===== src/logic/ccg_params.svh =====
// Register map, field positions, reset values and decode constants of the CPU clock generator
`ifndef CCG_PARAMS_SVH
`define CCG_PARAMS_SVH

// =====================================================
// Register offsets (byte addresses)
`define CCG_ADDR_RCFG 12'h000
`define CCG_ADDR_CTRL 12'h004
`define CCG_ADDR_STAT 12'h008

// =====================================================
// Fields and reset values
`define CCG_SEL_HI 7
`define CCG_SEL_LO 5
`define CCG_RCFG_RST 8'hff
`define CCG_CTRL_RUN_BIT 0
`define CCG_PER_RST 16'h0008

// =====================================================
// Clock generation select codes
`define CCG_SEL_X4 3'h7
`define CCG_SEL_X3 3'h6
`define CCG_SEL_X2 3'h5
`define CCG_SEL_X5 3'h4
`define CCG_SEL_DIRECT 3'h3
`define CCG_SEL_X1P5 3'h2
`define CCG_SEL_PRESC 3'h1
`define CCG_SEL_X2P5 3'h0

`endif


===== src/logic/ccg_pkg.sv =====
// Types shared by the CPU clock generator
package ccg_pkg;

  typedef enum logic [1:0] {
    CCG_MODE_PRESC,
    CCG_MODE_DIRECT,
    CCG_MODE_PLL
  } ccg_mode_e;

  typedef struct packed {
    logic psel;
    logic penable;
    logic pwrite;
    logic [11:0] paddr;
    logic [31:0] pwdata;
  } ccg_apb_req_s;

  typedef struct packed {
    logic pready;
    logic pslverr;
    logic [31:0] prdata;
  } ccg_apb_rsp_s;

  typedef struct packed {
    logic [7:0] rcfg;
    logic run;
    logic cpu_clk;
    logic cpu_d;
    logic phase_p;
    logic osc_d;
    logic [15:0] per_cnt;
    logic [15:0] per_est;
    logic [16:0] acc;
    logic [1:0] trans;
    logic [31:0] prdata;
  } ccg_state_s;

endpackage : ccg_pkg


===== src/logic/ccg_sync.sv =====
// Two-stage synchroniser for pin inputs
module ccg_sync #(
  parameter int W = 1
) (
  input wire logic sys_clk,
  input wire logic rst_n,
  input wire logic [W-1:0] d,
  output logic [W-1:0] q
);

  logic [W-1:0] s1_ff;
  logic [W-1:0] s2_ff;

  always_ff @(posedge sys_clk) begin
    if (!rst_n) begin
      s1_ff <= '0;
      s2_ff <= '0;
    end else begin
      s1_ff <= d;
      s2_ff <= s1_ff;
    end
  end

  assign q = s2_ff;

endmodule : ccg_sync


===== src/logic/ccg_clock_gen.sv =====
// CPU clock generator: prescaler, direct drive or multiplying loop, mode strapped at long reset
// =====================================================
`include "ccg_params.svh"

module ccg_clock_gen (
  input wire logic sys_clk,
  input wire logic rst_n,
  input wire logic oscillator_input,
  input wire logic [7:0] port0_upper_half,
  input wire logic long_hw_reset_n,
  input wire ccg_pkg::ccg_apb_req_s apb_req,
  output ccg_pkg::ccg_apb_rsp_s apb_rsp,
  output logic cpu_clk,
  output logic half_clock_phase,
  output logic pll_enable,
  output logic [2:0] clock_gen_select
);
  import ccg_pkg::*;

  // Doubled factor, so 1.5 and 2.5 stay integral
  function automatic logic [3:0] mult2_of(input logic [2:0] sel);
    case (sel)
      `CCG_SEL_X4: mult2_of = 4'h8;
      `CCG_SEL_X3: mult2_of = 4'h6;
      `CCG_SEL_X2: mult2_of = 4'h4;
      `CCG_SEL_X5: mult2_of = 4'ha;
      `CCG_SEL_DIRECT: mult2_of = 4'h2;
      `CCG_SEL_X1P5: mult2_of = 4'h3;
      `CCG_SEL_PRESC: mult2_of = 4'h1;
      default: mult2_of = 4'h5;
    endcase
  endfunction : mult2_of

  function automatic ccg_mode_e mode_of(input logic [2:0] sel);
    case (sel)
      `CCG_SEL_PRESC: mode_of = CCG_MODE_PRESC;
      `CCG_SEL_DIRECT: mode_of = CCG_MODE_DIRECT;
      default: mode_of = CCG_MODE_PLL;
    endcase
  endfunction : mode_of

  // =====================================================
  // Pin synchronisation
  logic [9:0] pins_q;
  logic osc_q;
  logic long_rst_q;
  logic [7:0] strap_q;

  ccg_sync #(.W(10)) ccg_sync_inst (
    .sys_clk(sys_clk),
    .rst_n(rst_n),
    .d({oscillator_input, ~long_hw_reset_n, port0_upper_half}),
    .q(pins_q)
  );

  assign osc_q = pins_q[9];
  assign long_rst_q = pins_q[8];
  assign strap_q = pins_q[7:0];

  // =====================================================
  // State
  ccg_state_s s;
  ccg_state_s nxt_s;
  logic [2:0] sel;
  ccg_mode_e mode;
  logic [3:0] mult2;
  logic osc_rise;
  logic osc_edge;
  logic [1:0] sync_len;
  logic resync;
  logic [16:0] acc_sum;
  logic wr_en;
  logic rd_en;
  logic addr_ok;

  assign sel = s.rcfg[`CCG_SEL_HI:`CCG_SEL_LO];
  assign mode = mode_of(sel);
  assign mult2 = mult2_of(sel);
  assign osc_rise = osc_q & ~s.osc_d;
  assign osc_edge = osc_q ^ s.osc_d;
  // Both clocks line up after one input period, or two for the half-integer factors
  assign sync_len = mult2[0] ? 2'h3 : 2'h1;
  assign resync = (mode == CCG_MODE_PLL) && osc_edge && (s.trans == sync_len);
  assign acc_sum = 17'(s.acc + 17'(mult2));

  assign addr_ok = (apb_req.paddr == `CCG_ADDR_RCFG) || (apb_req.paddr == `CCG_ADDR_CTRL) ||
                   (apb_req.paddr == `CCG_ADDR_STAT);
  assign wr_en = apb_req.psel && apb_req.penable && apb_req.pwrite && addr_ok;
  assign rd_en = apb_req.psel && !apb_req.penable && !apb_req.pwrite;

  always_comb begin
    nxt_s = s;
    nxt_s.osc_d = osc_q;
    nxt_s.cpu_d = s.cpu_clk;
    nxt_s.phase_p = s.cpu_clk ^ s.cpu_d;
    // Capture repeats every cycle of the long reset so the last level wins
    // Only rst_n, which loads 8'hff, also writes the strap byte, so the mode holds until the next long reset or rst_n
    if (long_rst_q) begin
      nxt_s.rcfg = strap_q;
    end
    // Oscillator period measure, averaged so each new period moves the loop only half way
    if (osc_rise) begin
      nxt_s.per_cnt = 16'h0001;
      nxt_s.per_est = 16'(({1'b0, s.per_est} + {1'b0, s.per_cnt}) >> 1);
    end else if (s.per_cnt != 16'hffff) begin
      nxt_s.per_cnt = 16'(s.per_cnt + 16'h0001);
    end
    if (!s.run) begin
      nxt_s.cpu_clk = 1'b0;
      nxt_s.acc = '0;
      nxt_s.trans = '0;
    end else begin
      case (mode)
        CCG_MODE_PRESC: begin
          if (osc_rise) begin
            nxt_s.cpu_clk = ~s.cpu_clk;
          end
        end
        CCG_MODE_DIRECT: begin
          nxt_s.cpu_clk = osc_q;
        end
        CCG_MODE_PLL: begin
          // Numerically controlled loop: 2F toggles per measured input period
          if (acc_sum >= {1'b0, s.per_est}) begin
            nxt_s.acc = 17'(acc_sum - {1'b0, s.per_est});
            nxt_s.cpu_clk = ~s.cpu_clk;
          end else begin
            nxt_s.acc = acc_sum;
          end
          if (resync) begin
            nxt_s.acc = '0;
            nxt_s.trans = '0;
            nxt_s.cpu_clk = 1'b0;
          end else if (osc_edge) begin
            nxt_s.trans = 2'(s.trans + 2'h1);
          end
        end
        default: begin
          nxt_s.cpu_clk = 1'b0;
        end
      endcase
    end
    if (wr_en && apb_req.paddr == `CCG_ADDR_CTRL) begin
      nxt_s.run = apb_req.pwdata[`CCG_CTRL_RUN_BIT];
    end
    if (rd_en) begin
      case (apb_req.paddr)
        `CCG_ADDR_RCFG: nxt_s.prdata = {24'h000000, s.rcfg};
        `CCG_ADDR_CTRL: nxt_s.prdata = {31'h0, s.run};
        `CCG_ADDR_STAT: nxt_s.prdata = {12'h000, (mode == CCG_MODE_PLL), sel, s.per_est};
        default: nxt_s.prdata = 32'h00000000;
      endcase
    end
  end

  always_ff @(posedge sys_clk) begin
    if (!rst_n) begin
      s <= '0;
      s.rcfg <= `CCG_RCFG_RST;
      s.run <= 1'b1;
      s.per_est <= `CCG_PER_RST;
    end else begin
      s <= nxt_s;
    end
  end

  // =====================================================
  // Outputs
  assign apb_rsp.pready = 1'b1;
  assign apb_rsp.pslverr = apb_req.psel && apb_req.penable && !addr_ok;
  assign apb_rsp.prdata = s.prdata;
  assign cpu_clk = s.cpu_clk;
  assign half_clock_phase = s.phase_p;
  assign pll_enable = (mode == CCG_MODE_PLL);
  assign clock_gen_select = sel;

  // =====================================================
  // Checks
  capture_sel_a: assert property (@(posedge sys_clk) disable iff (!rst_n)
    long_rst_q |=> s.rcfg == $past(strap_q)) else $error("select not captured from pins");

  mode_hold_a: assert property (@(posedge sys_clk) disable iff (!rst_n)
    !long_rst_q |=> $stable(s.rcfg)) else $error("mode changed outside long reset");

  factor_decode_a: assert property (@(posedge sys_clk) disable iff (!rst_n)
    (sel == 3'h7 |-> mult2 == 4'h8) and (sel == 3'h4 |-> mult2 == 4'ha) and
    (sel == 3'h0 |-> mult2 == 4'h5)) else $error("factor decode wrong");

  loop_enable_a: assert property (@(posedge sys_clk) disable iff (!rst_n)
    pll_enable == (sel != 3'h3 && sel != 3'h1)) else $error("loop enable wrong for mode");

  presc_toggle_a: assert property (@(posedge sys_clk) disable iff (!rst_n)
    (sel == 3'h1 && s.run && !long_rst_q && osc_rise) |=> cpu_clk != $past(cpu_clk))
    else $error("prescaler missed oscillator rise");

  presc_steady_a: assert property (@(posedge sys_clk) disable iff (!rst_n)
    (sel == 3'h1 && s.run && !long_rst_q && !osc_rise) |=> $stable(cpu_clk))
    else $error("prescaler toggled without oscillator rise");

  direct_follow_a: assert property (@(posedge sys_clk) disable iff (!rst_n)
    (sel == 3'h3 && s.run && !long_rst_q) |=> cpu_clk == $past(osc_q))
    else $error("direct drive does not follow oscillator");

  phase_mark_a: assert property (@(posedge sys_clk) disable iff (!rst_n)
    (cpu_clk != $past(cpu_clk)) |=> half_clock_phase) else $error("phase marker missing");

  loop_resync_a: assert property (@(posedge sys_clk) disable iff (!rst_n)
    (resync && s.run && !long_rst_q) |=> (s.acc == 17'h00000 && !cpu_clk))
    else $error("loop not resynchronised");

  unmapped_err_a: assert property (@(posedge sys_clk) disable iff (!rst_n)
    (apb_req.psel && apb_req.penable && !addr_ok) |-> apb_rsp.pslverr)
    else $error("unmapped access without error");

endmodule : ccg_clock_gen


===== config.mk =====
export PLATFORM = sky130hd
export DESIGN_NAME = ccg_clock_gen
export DESIGN_NICKNAME = d
export VERILOG_FILES = /design/src/logic/ccg_pkg.sv /design/src/logic/ccg_sync.sv /design/src/logic/ccg_clock_gen.sv
export VERILOG_INCLUDE_DIRS = /design/src /design/src/logic
export SDC_FILE = /design/constraint.sdc
export NUM_CORES = 1
export LEC_CHECK = 0
export BUFFER_PORTS_ARGS = -buffer_cell sky130_fd_sc_hd__buf_2
export CORE_MARGIN = 2
export CORE_UTILIZATION = 54
export CTS_CLUSTER_SIZE = 10
export DETAILED_ROUTE_END_ITERATION = 10
export PLACE_DENSITY = 0.86
export SYNTH_ARGS = -nofsm -noshare
export SYNTH_HDL_FRONTEND = slang
export SYNTH_HIERARCHICAL = 1
export SYNTH_SLANG_ARGS = --single-unit

===== constraint.sdc =====
create_clock -name sys_clk -period 5.5 [get_ports sys_clk]
set_input_delay 0.55 -clock sys_clk [delete_from_list [all_inputs] [get_ports sys_clk]]
set_output_delay 0.55 -clock sys_clk [all_outputs]
set_load 0.02 [all_outputs]

==> results.yml <==
sta:
  setup_tns_ns: 0
  fin_crit_ns: 4.88
  fin_skew_ns: 0.00775
  tightest_slew_ns: 1.11
  max_freq_mhz: 205
  slew_violations: 0
  hold_viol: 0
  hold_ws_ns: 0.397
  rsz0062_at_grt: "false"
  timing.final.crit_share: 0.887
  timing.slew.headroom: 0.256
  finalWorstSetupSlack_ns: 0.619
  setup_viol: 0
logic_synthesis:
  synth.most_common_cell: "dfxtp_1"
  yosysTopAreaCell: "dfxtp_1"
  yosysUniqueCellTypes: 63
  syn-mean-instance-area_um2: 8.56
  ys_async_sr_fraction: 0
  yosysWarnings: 6
  synthFlopType: "dfxtp_1"
  syn_area_um2: 6190
  seq_area_frac_synth: 0.336
  yosysTopAreaCellShare: 0.336
  ys_top_cells_by_area: "dfxtp_1, ha_1, mux2i_1"
  synthCells: 723
  synth_commonest_cells: "dfxtp_1, nand2_1, nor2_1, o21ai_0, ha_1"
  synth-seq-cells: 104
  synth-edff-count: 0
drt:
  wire_per_inst_um: 14.0
  vias: 4909
  via_per_inst: 5.53
  drtPass1Iterations: 4
  drc: 0
  routed_wl_um: 12400
  drt_iter0_drc: 286
  drtAntennaViolNets: 0
placement:
  gp_congestion: 0.871
  place_inst: 871
  dp_slack_ns: 0.688
  dp_hpwl_um: 8970
  dpl-instance-area_um2: 6290
  numPortBuffers: 54
critical_path:
  crit_required_ns: 5.75
  critPathCaptureType: "flip-flop"
  reg2reg_slack_ns: 0.62
  r2r_start: "clock_gen_select[2]"
  reg2regPathDepth: 16
  cp-start-kind: "flip-flop"
  critPathMaxFanout: 15
  arrival_ns: 5.13
  crit_type: "reg -> reg"
  r2r-end: "cpu_clk"
power:
  p_clk_frac: 0.251
  cellPowerDensity_nw_per_um2: 396
  pwr-share-comb: 0.412
  finalPower_mw: 2.61
  switching_share: 0.374
  p_int_mw: 1.64
  p_seq_frac: 0.337
  leakagePower_nw: 2.79
  vdd_drop_max_mv: 0.291
  power.switching_mw: 0.979
cts:
  cts_max_level: 3
  post_cts_buffers: 0
  path_clk_slew_ns: 0.08
  ctsResizeCount: 0
  clk_path_buf_depth: 2
  clk-insertion-delay-late_ns: 0.35
  numCtsBuffers: 9
  cts_tree: "done"
  cts.sinks: 104
  holdBufCountCts: 0
  cts_root_buf: "clkbuf_16"
outcome:
  status: "completed"
run:
  cap_violations: 0
global_routing:
  grt_first_pass_wirelength_um: 21200
  antenna_found_initial: 0
  grt_max_degree: 76
  grt_pass1_vias: 4714
  grt.total_usage: 0.204
  overflow: 0
final_layout:
  layout.nets: 838
  fillers: 981
  post-route-util: 0.583
  fin_area_um2: 6610
  instances_no_fill: 887
  diodes: 0
  drive_gt1_frac: 0.128
  area_growth_pct: 6.73
floorplanning:
  die_area_um2: 12300
  row_count: 39
  start_util: 0.547
  fp.dieH_um: 111
  die_w_um: 111
  io_pins: 99
  coreArea_um2: 11300
min_path:
  worstHoldPathType: "in -> reg"
  hold_path_depth: 2
  min_from: "port0_upper_half[4]"
  min_to: "ccg_sync_inst/s1_ff[4]"
==> registers in the layout, summed over array words and instances (netlist names) <==
name / flops
apb_rsp: 20
ccg_sync_inst/q: 10
ccg_sync_inst/s1_ff: 10
clock_gen_select: 3
cpu_clk: 1
half_clock_phase: 1
s: 59
==> area by class of cell <==
cell class	count	area, um2	share of cell area
inverter	34	128	0.0193
sequential	104	2080	0.315
tap	143	179	0.0271
clock buffer	9	225	0.0341
timing repair buffer	57	293	0.0443
multi-input combinational	533	3610	0.547
clock inverter	7	88.8	0.0134
==> how the worst max path moves through the flow <==
stage,start,endpoint,depth (start not counted)
after floorplan,clock_gen_select[2],s[38],16
after global placement,clock_gen_select[2],s[41],17
after detailed placement,clock_gen_select[2],cpu_clk,16
after CTS,clock_gen_select[2],cpu_clk,16
after global routing,clock_gen_select[2],s[41],16
final,clock_gen_select[2],cpu_clk,16
==> metal layers <==
metal | share of wire | up-vias | routed length, um | global-route usage
met5 | 0 | - | 0 | 0
li1 | - | 2502 | - | -
met2 | 0.50 | 83 | 6180 | 0.361
met3 | 0.032 | 20 | 399 | 0.0290
met4 | 0.021 | 0 | 255 | 0.0650
met1 | 0.45 | 2304 | 5580 | 0.256
==> worst max-delay path, stage by stage, from the launching register on <==
cell      delay (ns)
dfxtp_1         0.61
a21oi_1         0.13
ha_1            0.24
fa_1            0.41
a21o_1          0.18
a21oi_1         0.47
nor3_1          0.19
nand3_1         0.14
xnor2_1         0.17
ha_1            0.36
nand4_1         0.13
nor4_1          0.06
nor3_1          0.57
o211ai_2        0.38
buf_4           0.33
o31a_1          0.30
o21a_1          0.10
==> layout by cell type, fill, tap and decap left out, drive strengths merged, types with 12 or more instances in the layout <==
| cell | netlist | final |
|---|---|---|
| dfxtp | 104 | 104 |
| nand2 | 57 | 57 |
| buf | 45 | 57 |
| nor2 | 49 | 49 |
| o21ai | 43 | 43 |
| and2 | 42 | 42 |
| inv | 34 | 38 |
| ha | 37 | 37 |
| mux2i | 35 | 35 |
| a21oi | 30 | 30 |
| xnor2 | 29 | 29 |
| nor2b | 26 | 26 |
| xor2 | 20 | 20 |
| nand3 | 20 | 20 |
| nor3 | 14 | 14 |
| conb | 2 | 13 |
| a22oi | 12 | 12 |
==> power by group through the flow <==
stage               sequential (mW)  combinational, mW  clock (mW)
floorplan                     0.888              0.890           0
global placement              0.894               1.03           0
detailed placement            0.897               1.06           0
CTS                           0.881               1.07       0.667
global route                  0.892               1.19       0.703
finish                        0.882               1.08       0.655
==> cell families (layout without fill, tap and decap cells) <==
group | count (synthesis) | after routing | synth area share
XOR/XNOR | 49 | 49 | 0.0693
multiplexers | 36 | 36 | 0.0584
AO/OA/AOI/OAI | 143 | 143 | 0.149
other | 2 | 13 | 0.00121
flip-flops | 104 | 104 | 0.336
adder cells (fa/ha/maj) | 40 | 40 | 0.0845
buffers and inverters | 97 | 107 | 0.0869
AND/OR/NAND/NOR | 252 | 252 | 0.214
Note: power is estimated with default switching activity, not from simulation.
